## src/include/bth_map.svh

```systemverilog
`ifndef BTH_MAP_SVH
`define BTH_MAP_SVH

// Register byte offsets on the AHB-Lite slave.
`define BTH_CTRL_OFS      4'h0
`define BTH_STATUS_OFS    4'h4
`define BTH_ATTEMPT_OFS   4'h8

// Control register fields.
`define BTH_CTRL_SERR_EN  0
`define BTH_CTRL_MA_MODE  1
`define BTH_CTRL_DIS_DW   2
`define BTH_CTRL_DIS_PW   3
`define BTH_CTRL_DIS_DR   4
`define BTH_CTRL_RESET    5'h00

// Status register fields, write one to clear.
`define BTH_ST_RCV_TA_PRI 0
`define BTH_ST_RCV_TA_SEC 1
`define BTH_ST_SIG_TA_PRI 2
`define BTH_ST_SIG_TA_SEC 3
`define BTH_ST_SIG_SERR   4
`define BTH_STATUS_RESET  5'h00

// Retry limit, room needed for a posted write, master-abort wait.
`define BTH_ATTEMPT_LIMIT 25'h1000000
`define BTH_PW_MIN_DW     5'h08
`define BTH_DEVSEL_WAIT   3'h5

`endif

```

## src/include/bth_pkg.sv

```systemverilog
package bth_pkg;

  typedef enum logic [1:0] {KIND_DW, KIND_PW, KIND_DR} kind_type;
  typedef enum logic [2:0] {T_NORMAL, T_RETRY, T_DISC, T_TABORT, T_MABORT} term_type;
  typedef enum logic [1:0] {R_TRDY, R_RETRY, R_DISC, R_TABORT} resp_type;
  typedef enum logic [1:0] {S_IDLE, S_ACTIVE, S_DONE, S_EXHAUSTED} fsm_type;

  // Transaction being forwarded to the target bus.
  typedef struct packed {
    kind_type    kind;
    logic        multi;
    logic        prefetch;
    logic        mwi;
    logic [31:0] addr;
  } txn_type;

  // Termination seen on the target bus at the end of one attempt.
  typedef struct packed {
    logic       valid;
    term_type   code;
    logic       xfer;
    logic [7:0] dwords;
    logic       more_req;
  } term_in_type;

  // Queue and buffer conditions on the initiator side.
  typedef struct packed {
    logic       queuing;
    logic       pending;
    logic       not_head;
    logic       q_full;
    logic       dup;
    logic       pw_ahead;
    logic       discarding;
    logic [4:0] pw_space;
    logic       boundary;
    logic       no_space;
    logic       no_read;
  } cond_type;

  typedef struct packed {
    logic     valid;
    resp_type code;
  } resp_out_type;

  typedef struct packed {
    logic        valid;
    logic [31:0] addr;
    logic        plain_write;
  } reissue_type;

endpackage : bth_pkg

```

## src/logic/bth_term_handler.sv

```systemverilog
`timescale 1ns/1ps
`include "bth_map.svh"
// Overview of operation
// - Delayed write ended normally or disconnected: disconnect initiator if multi-phase.
// - Delayed write retried: retry initiator and keep re-attempting.
// - Delayed write target abort: abort initiator, set received and signaled flags.
// - Repeat delayed write until data moves, an abort, or limit retries.
// - Delayed write limit reached: conditional system error, discard, abort next attempt.
// - Posted write: nothing on normal, repeat on retry, continue after disconnect.
// - Posted write target abort: received flag, conditional system error and flag.
// - Re-attempt uses original address after retry, advanced address after disconnect.
// - Partly delivered memory write and invalidate continues as plain memory write.
// - Posted write limit reached: discard data, conditional system error.
// - Delayed read normal: disconnect non-prefetchable; prefetchable only if more wanted.
// - Delayed read retried is repeated; disconnect relayed when more was wanted.
// - Delayed read target abort: abort initiator, set received and signaled flags.
// - Delayed read repeats until progress or limit; then error, discard, abort.
// - Retry delayed write initiator while queuing, pending, full or duplicate.
// - Retry delayed read initiator for queue, order, duplicate or discard reasons.
// - Retry posted write initiator without room for address plus 8 Dwords.
// - Retried initiator must repeat within master timeout, else request dropped.
// - Disconnect initiator at boundary, when write full, or read data exhausted.
// - Every target abort to an initiator sets its signaled-target-abort flag.
// - No device select within five clocks of frame means master abort.
module bth_term_handler #(
  parameter logic [24:0] ATTEMPT_LIMIT = `BTH_ATTEMPT_LIMIT
) (
  // Clock and reset
  input  wire logic                 clk,
  input  wire logic                 rst,
  // AHB-Lite slave
  input  wire logic                 hsel,
  input  wire logic [31:0]          haddr,
  input  wire logic [1:0]           htrans,
  input  wire logic                 hwrite,
  input  wire logic [2:0]           hsize,
  input  wire logic [31:0]          hwdata,
  input  wire logic                 hready,
  output logic                      hreadyout,
  output logic                      hresp,
  output logic [31:0]               hrdata,
  // Bridge direction, high when the initiator sits on the primary bus
  input  wire logic                 downstream,
  // Target-bus side
  input  wire logic                 txn_start,
  input  wire bth_pkg::txn_type     txn_in,
  input  wire logic                 frame_start,
  input  wire logic                 devsel_seen,
  input  wire bth_pkg::term_in_type term_in,
  output bth_pkg::reissue_type      reissue,
  output logic                      discard,
  // Initiator-bus side
  input  wire logic                 init_req,
  input  wire bth_pkg::kind_type    init_kind,
  input  wire bth_pkg::cond_type    cond,
  input  wire logic                 master_timeout,
  output bth_pkg::resp_out_type     init_resp,
  // System error
  output logic                      primary_system_error_out
);

  typedef struct packed {
    bth_pkg::fsm_type      fsm;
    bth_pkg::txn_type      txn;
    logic [23:0]           cnt;
    logic [2:0]            ma_cnt;
    logic                  ma_arm;
    bth_pkg::resp_type     cmpl;
    bth_pkg::resp_out_type resp;
    bth_pkg::reissue_type  reissue;
    logic                  discard;
    logic                  serr;
    logic [4:0]            ctrl;
    logic [4:0]            status;
    logic                  ap_wr;
    logic [3:0]            ap_ofs;
    logic [31:0]           hrdata;
  } bth_state_type;

  bth_state_type st_ff;
  bth_state_type nxt_st;

  // Set wins over a same-cycle software clear.
  function automatic logic [4:0] sticky(input logic [4:0] cur, input logic [4:0] set,
                                        input logic [4:0] clr);
    sticky = (cur & ~clr) | set;
  endfunction : sticky

  // True when this retried attempt is the last one allowed.
  function automatic logic limit_hit(input logic [23:0] cnt);
    limit_hit = ({1'b0, cnt} + 25'h0000001) >= ATTEMPT_LIMIT;
  endfunction : limit_hit

  function automatic logic [31:0] read_reg(input logic [3:0] ofs, input bth_state_type s);
    unique case (ofs)
      `BTH_CTRL_OFS:    read_reg = {27'h0000000, s.ctrl};
      `BTH_STATUS_OFS:  read_reg = {27'h0000000, s.status};
      `BTH_ATTEMPT_OFS: read_reg = {8'h00, s.cnt};
      default:          read_reg = 32'h00000000;
    endcase
  endfunction : read_reg

  logic [4:0] st_set;
  logic [4:0] st_clr;
  logic       serr_dis;
  logic       retry_end;
  logic       term_ev;
  bth_pkg::term_type term_code;

  always_comb begin
    nxt_st = st_ff;
    st_set = 5'h00;
    st_clr = 5'h00;
    nxt_st.resp.valid = 1'b0;
    nxt_st.reissue.valid = 1'b0;
    nxt_st.discard = 1'b0;
    nxt_st.serr = 1'b0;
    retry_end = 1'b0;
    unique case (st_ff.txn.kind)
      bth_pkg::KIND_DW: serr_dis = st_ff.ctrl[`BTH_CTRL_DIS_DW];
      bth_pkg::KIND_PW: serr_dis = st_ff.ctrl[`BTH_CTRL_DIS_PW];
      default:          serr_dis = st_ff.ctrl[`BTH_CTRL_DIS_DR];
    endcase

    // The slave never stalls, so the address phase is taken whenever hready is high.
    if (hsel && htrans[1] && hready) begin
      nxt_st.ap_wr = hwrite;
      nxt_st.ap_ofs = haddr[3:0];
      nxt_st.hrdata = read_reg(haddr[3:0], st_ff);
    end else begin
      nxt_st.ap_wr = 1'b0;
    end
    if (st_ff.ap_wr) begin
      if (st_ff.ap_ofs == `BTH_CTRL_OFS) begin
        nxt_st.ctrl = hwdata[4:0];
      end
      if (st_ff.ap_ofs == `BTH_STATUS_OFS) begin
        st_clr = hwdata[4:0];
      end
    end

    term_ev = term_in.valid;
    term_code = term_in.code;
    if (frame_start) begin
      nxt_st.ma_arm = 1'b1;
      nxt_st.ma_cnt = 3'h0;
    end else if (st_ff.ma_arm) begin
      if (devsel_seen || term_in.valid) begin
        nxt_st.ma_arm = 1'b0;
      end else if (st_ff.ma_cnt + 3'h1 == `BTH_DEVSEL_WAIT) begin
        nxt_st.ma_arm = 1'b0;
        term_ev = 1'b1;
        term_code = bth_pkg::T_MABORT;
      end else begin
        nxt_st.ma_cnt = st_ff.ma_cnt + 3'h1;
      end
    end

    if (txn_start) begin
      nxt_st.fsm = bth_pkg::S_ACTIVE;
      nxt_st.txn = txn_in;
      nxt_st.cnt = 24'h000000;
      nxt_st.ma_arm = 1'b0;
    end else if (st_ff.fsm == bth_pkg::S_ACTIVE && term_ev) begin
      unique case (term_code)
        bth_pkg::T_NORMAL: begin
          nxt_st.fsm = bth_pkg::S_DONE;
          unique case (st_ff.txn.kind)
            bth_pkg::KIND_DW: nxt_st.cmpl = st_ff.txn.multi ? bth_pkg::R_DISC : bth_pkg::R_TRDY;
            bth_pkg::KIND_PW: nxt_st.fsm = bth_pkg::S_IDLE;
            default: nxt_st.cmpl = (!st_ff.txn.prefetch || term_in.more_req) ?
                                   bth_pkg::R_DISC : bth_pkg::R_TRDY;
          endcase
        end
        bth_pkg::T_RETRY: begin
          retry_end = 1'b1;
        end
        bth_pkg::T_DISC: begin
          if (st_ff.txn.kind == bth_pkg::KIND_PW) begin
            nxt_st.txn.addr = st_ff.txn.addr + {22'h000000, term_in.dwords, 2'b00};
            if (term_in.xfer) begin
              nxt_st.txn.mwi = 1'b0;
            end
            retry_end = 1'b1;
          end else if (!term_in.xfer) begin
            retry_end = 1'b1;
          end else begin
            nxt_st.fsm = bth_pkg::S_DONE;
            if (st_ff.txn.kind == bth_pkg::KIND_DW) begin
              nxt_st.cmpl = st_ff.txn.multi ? bth_pkg::R_DISC : bth_pkg::R_TRDY;
            end else begin
              nxt_st.cmpl = term_in.more_req ? bth_pkg::R_DISC : bth_pkg::R_TRDY;
            end
          end
        end
        bth_pkg::T_TABORT: begin
          st_set[downstream ? `BTH_ST_RCV_TA_SEC : `BTH_ST_RCV_TA_PRI] = 1'b1;
          if (st_ff.txn.kind == bth_pkg::KIND_PW) begin
            nxt_st.fsm = bth_pkg::S_IDLE;
            nxt_st.discard = 1'b1;
            if (st_ff.ctrl[`BTH_CTRL_SERR_EN]) begin
              nxt_st.serr = 1'b1;
              st_set[`BTH_ST_SIG_SERR] = 1'b1;
            end
          end else begin
            nxt_st.fsm = bth_pkg::S_DONE;
            nxt_st.cmpl = bth_pkg::R_TABORT;
          end
        end
        default: begin
          if (st_ff.txn.kind == bth_pkg::KIND_PW) begin
            nxt_st.fsm = bth_pkg::S_IDLE;
            nxt_st.discard = 1'b1;
            if (st_ff.ctrl[`BTH_CTRL_SERR_EN] && st_ff.ctrl[`BTH_CTRL_MA_MODE]) begin
              nxt_st.serr = 1'b1;
              st_set[`BTH_ST_SIG_SERR] = 1'b1;
            end
          end else begin
            nxt_st.fsm = bth_pkg::S_DONE;
            nxt_st.cmpl = st_ff.ctrl[`BTH_CTRL_MA_MODE] ? bth_pkg::R_TABORT : bth_pkg::R_TRDY;
          end
        end
      endcase

      if (retry_end) begin
        if (limit_hit(st_ff.cnt)) begin
          nxt_st.discard = 1'b1;
          nxt_st.fsm = (st_ff.txn.kind == bth_pkg::KIND_PW) ? bth_pkg::S_IDLE :
                       bth_pkg::S_EXHAUSTED;
          if (st_ff.ctrl[`BTH_CTRL_SERR_EN] && !serr_dis) begin
            nxt_st.serr = 1'b1;
            st_set[`BTH_ST_SIG_SERR] = 1'b1;
          end
        end else begin
          nxt_st.cnt = st_ff.cnt + 24'h000001;
          nxt_st.reissue.valid = 1'b1;
          nxt_st.reissue.addr = nxt_st.txn.addr;
          nxt_st.reissue.plain_write = !nxt_st.txn.mwi;
        end
      end
    end

    if (master_timeout && !txn_start && st_ff.fsm != bth_pkg::S_IDLE &&
        st_ff.txn.kind != bth_pkg::KIND_PW) begin
      nxt_st.fsm = bth_pkg::S_IDLE;
      nxt_st.discard = 1'b1;
    end

    // Initiator-side answer, one pulse per request.
    if (init_req) begin
      nxt_st.resp.valid = 1'b1;
      nxt_st.resp.code = bth_pkg::R_TRDY;
      if (init_kind == bth_pkg::KIND_PW) begin
        // room for address plus 8 Dwords
        if (cond.pw_space < `BTH_PW_MIN_DW) begin
          nxt_st.resp.code = bth_pkg::R_RETRY;
        end else if (cond.boundary || cond.no_space) begin
          nxt_st.resp.code = bth_pkg::R_DISC;
        end
      end else if (st_ff.fsm == bth_pkg::S_EXHAUSTED && st_ff.txn.kind == init_kind) begin
        nxt_st.resp.code = bth_pkg::R_TABORT;
        nxt_st.fsm = bth_pkg::S_IDLE;
      end else if (cond.queuing || cond.pending || cond.not_head || cond.q_full ||
                   cond.dup || (init_kind == bth_pkg::KIND_DR &&
                   (cond.pw_ahead || cond.discarding))) begin
        nxt_st.resp.code = bth_pkg::R_RETRY;
      end else if (st_ff.fsm == bth_pkg::S_DONE && st_ff.txn.kind == init_kind) begin
        nxt_st.resp.code = st_ff.cmpl;
        nxt_st.fsm = bth_pkg::S_IDLE;
        if (st_ff.cmpl == bth_pkg::R_TRDY && (cond.boundary || cond.no_read)) begin
          nxt_st.resp.code = bth_pkg::R_DISC;
        end
      end else begin
        nxt_st.resp.code = bth_pkg::R_RETRY;
      end
      if (nxt_st.resp.code == bth_pkg::R_TABORT) begin
        st_set[downstream ? `BTH_ST_SIG_TA_PRI : `BTH_ST_SIG_TA_SEC] = 1'b1;
      end
    end

    nxt_st.status = sticky(st_ff.status, st_set, st_clr);
  end

  always_ff @(posedge clk or posedge rst) begin
    if (rst) begin
      st_ff <= '0;
    end else begin
      st_ff <= nxt_st;
    end
  end

  // Writes land in one cycle, so the slave is always ready and always OKAY.
  assign hreadyout = 1'b1;
  assign hresp = 1'b0;
  assign hrdata = st_ff.hrdata;
  assign reissue = st_ff.reissue;
  assign discard = st_ff.discard;
  assign init_resp = st_ff.resp;
  assign primary_system_error_out = st_ff.serr;

endmodule : bth_term_handler

```

## config.mk

```make
export PLATFORM = sky130hd
export DESIGN_NAME = bth_term_handler
export DESIGN_NICKNAME = d
export VERILOG_FILES = /design/src/include/bth_pkg.sv /design/src/logic/bth_term_handler.sv
export VERILOG_INCLUDE_DIRS = /design/src /design/src/include
export SDC_FILE = /design/constraint.sdc
export NUM_CORES = 1
export LEC_CHECK = 0
export CAP_MARGIN = 0
export CORE_ASPECT_RATIO = 1.2
export CORE_MARGIN = 2
export CORE_UTILIZATION = 30
export DETAILED_ROUTE_END_ITERATION = 7
export DONT_BUFFER_PORTS = 1
export SLEW_MARGIN = 20
export SYNTH_ARGS = -nofsm -noshare
export SYNTH_HDL_FRONTEND = slang
export SYNTH_SLANG_ARGS = --single-unit
```

## constraint.sdc

```tcl
create_clock -name clk -period 6.4 [get_ports clk]
set_input_delay 0.64 -clock clk [delete_from_list [all_inputs] [get_ports clk]]
set_output_delay 0.64 -clock clk [all_outputs]
set_load 0.1 [all_outputs]
```

==> results.json <==
{
  "skew_ps": 14.16,
  "cp_max_fo": 12,
  "die_h_um": 184.9,
  "grt_max_degree": 96,
  "slew_headroom_pct": 26.22,
  "grt.busiest_layer": "met2",
  "r2r_cells": 9,
  "drive_above_1_share_pct": 9.548,
  "rr_endpoint": "reissue[19]$_DFFE_PP0P_",
  "rsz0062_at_grt": "false",
  "fillers": 2751,
  "grtUsageTotal_pct": 13.75,
  "grt_pass1_vias": 5671,
  "vias_per_cell": 4.908,
  "seqCellArea_um2": 3679,
  "gp_congestion": 0.8216,
  "reg2reg_from": "st_ff[89]$_DFFE_PP0P_",
  "drc_errors": 0,
  "multi_input_area_um2": 3774,
  "ys_ff_latch": 147,
  "wirelength_um": 19130,
  "grt_antenna_before_repair": 0,
  "row_count": 66,
  "worstSetupStartpointType": "flip-flop",
  "fin_crit_sh_pct": 47.29,
  "path_clk_slew_ps": 60,
  "vdd_ir_drop_max_mv": 0.4126,
  "yosysWarnings": 0,
  "critPathMaxStageDelay_ps": 570,
  "period_needed_ps": 3027,
  "start_util_pct": 30.31,
  "cts_made_buffers": 17,
  "critPathCaptureType": "flip-flop",
  "cp_num_buf_inv": 1,
  "die_w_um": 154.8,
  "arrival_ps": 3310,
  "firstDrtPassIters": 4,
  "outcome": "finished, final reports clean",
  "cp_cell_sequence": "ha_1 -> xnor2_2 -> o31ai_1 -> buf_4 -> or3_1 -> or2_1 -> or3_1 -> xor2_1 -> a21oi_2",
  "rrSetupSlack_ps": 3370,
  "drt_iter0_drc": 211,
  "grt_pass1_wl_um": 30480,
  "cpMaxStageDelayCell": "or3_1",
  "yosysSeqAreaShare_pct": 44.95,
  "tightest_slew_ps": 1103,
  "hold_buffers": 0,
  "slew_viol_final": 0,
  "htree_levels": 4,
  "hpwl_um": 13650,
  "post_cts_buffers": 0,
  "synthTopCellsByArea": "dfrtp_1, buf_4, xnor2_1, nor2_1, mux2_2",
  "tritoncts": "done",
  "synthArstFlopShare_pct": 100.0,
  "ios": 221,
  "cellPowerDensity_nw_per_um2": 400.4,
  "cpMostUsedCell": "or3_1",
  "port-buffer-count": 0,
  "area.growth.synth_to_final_pct": 5.443,
  "diodes": 0,
  "vias": 5576,
  "met1_usage_pct": 15.94,
  "max-clock-path-buffers": 2,
  "num-nets-final": 943,
  "max_freq_mhz": 330.4,
  "synth_edf_count": 0,
  "synth_area_um2": 8184,
  "use_met3_pct": 5.639,
  "gr-usage-met2_pct": 23.11,
  "setup_viol": 0,
  "finalSetupTns_ps": 0,
  "hold_viol": 0,
  "synth_cells": 857,
  "cts_root_buf": "clkbuf_16",
  "ant_nets": 0,
  "yosys_most_used_dff": "dfrtp_1",
  "power_mw": 3.455,
  "avgSynthCellArea_um2": 9.550,
  "cap_violations": 0,
  "gr-total-overflow": 0,
  "leakage_nw": 3.461,
  "synth_cell_types": 70,
  "cts_resized": 0,
  "crit_type": "flip-flop to flip-flop",
  "clk_latency_ps": 430,
  "hold_class": "input pin to async pin",
  "routedWlPerCell_um": 16.84,
  "cts_sinks": 147,
  "fp.dieArea_um2": 28620,
  "holdWs_ps": 222.8,
  "cp_data_required_time_ps": 6680,
  "synth.top_cell.area_share_pct": 44.95,
  "cp_top_family": "simple AND/OR/NAND/NOR gates",
  "coreArea_um2": 27000,
  "synth_top_area_cell": "dfrtp_1"
}
[worst reg2reg max path: cells and delay by family (launching register included)]
| family | cells | cell delay, ps |
|---|---|---|
| flip-flops | 1 | 410 |
| AO/OA/AOI/OAI | 2 | 180 |
| adder cells (fa/ha/maj) | 1 | 250 |
| XOR/XNOR | 2 | 400 |
| AND/OR/NAND/NOR | 3 | 1470 |
| buffers and inverters | 1 | 190 |
[through the flow]
stage	cell area, um2	utilization (%)	worst slack, ps	instances
after floorplan	8214	-	1809	865
after global placement	8010	29.66	3265	1104
after detailed placement	8010	29.66	3207	1104
after CTS	8630	31.96	3328	1136
after global routing	8630	31.96	3199	1136
final	8630	31.96	3373	1136
[layout make-up]
class | instances | area share [%]
clock inverters | 11 | 2.073
flip-flops and latches | 147 | 42.63
repair buffers | 6 | 0.5220
well taps | 340 | 4.930
inverters | 22 | 1.015
clock buffers | 21 | 5.104
multi-input cells | 589 | 43.73
[metal layers]
layer	part of all wire (%)	wire length, um	vias up
met5	0	0	-
met4	1.4	267	0
met3	7.4	1412	18
met2	49	9350	136
met1	42	8097	2683
li1	-	-	2739
[how the worst max path moves through the flow]
stage,startpoint,endpoint,slack [ps],cells past startpoint
6_report,st_ff[89]$_DFFE_PP0P_,reissue[19]$_DFFE_PP0P_,3370,9
5_1_grt,st_ff[89]$_DFFE_PP0P_,reissue[19]$_DFFE_PP0P_,3200,9
4_1_cts,st_ff[89]$_DFFE_PP0P_,reissue[19]$_DFFE_PP0P_,3330,9
3_5_place_dp,term_in[1],reissue[19]$_DFFE_PP0P_,3210,10
3_3_place_gp,term_in[1],reissue[19]$_DFFE_PP0P_,3270,10
2_1_floorplan,rst,discard$_DFF_PP0_,1810,1
[Yosys cell counts, types with 6 or more instances]
| cell type | instances |
|---|---|
| buf_4 | 71 |
| dfrtp_1 | 147 |
| clkbuf_1 | 26 |
| o21ai_0 | 44 |
| o21ai_1 | 9 |
| mux2_2 | 25 |
| xnor2_1 | 51 |
| nor2_1 | 100 |
| ha_1 | 11 |
| nand2_1 | 71 |
| buf_2 | 8 |
| and3_1 | 6 |
| nor3_1 | 21 |
| or3_1 | 10 |
| xor2_1 | 20 |
| a22o_1 | 19 |
| a21oi_1 | 44 |
| mux2i_1 | 14 |
| nand3_1 | 24 |
| inv_1 | 22 |
| nand4_1 | 14 |
| nand2b_1 | 6 |
[registers in the layout, indices dropped and copies added (netlist names)]
signal / count
st_ff: 84
reissue: 34
hrdata: 24
init_resp: 3
discard: 1
primary_system_error_out: 1
[cells by family (layout without fill, tap and decap cells)]
group                    Yosys count  in the layout  synth area share [%]
AO/OA/AOI/OAI                    160            160                 12.66
XOR/XNOR                          72             72                 7.797
adder cells (fa/ha/maj)           12             12                 1.926
buffers and inverters            129             60                 9.387
flip-flops                       147            147                 44.95
multiplexers                      42             42                 5.565
other                              2             10               0.09176
AND/OR/NAND/NOR                  293            293                 17.63
[report_power, final]
| part | internal [mW] | switching (mW) | total, mW |
|---|---|---|---|
| Combinational | 0.165 | 0.198 | 0.363 |
| Sequential | 1.07 | 0.956 | 2.03 |
| Clock | 0.657 | 0.409 | 1.07 |
[cell usage in the layout (no fill, tap or decap), types with 3 or more instances in the layout]
cell and n:
inv_1 21, a31oi_1 3, nand2_1 71, a22oi_1 5, a22o_1 19, nor2b_1 5, nand2b_1 6, clkinv_4 4
mux2_1 3, a21oi_1 44, clkbuf_1 4, dfrtp_1 147, and4_1 3, mux2_2 25, and3_1 6, xor2_1 20
nand3_1 24, o21ai_1 9, nor4b_1 3, nand4_1 14, or3_1 10, ha_1 11, bufinv_16 4, conb_1 10
nor3_1 21, clkbuf_16 17, o31ai_1 5, nand3b_1 4, o21ai_0 44, a21o_1 4, and2_1 5, mux2i_1 14
o221ai_1 3, nor4_1 3, nor2_1 100, buf_4 6, xnor2_1 51
Power figures use the tool's default switching activity.
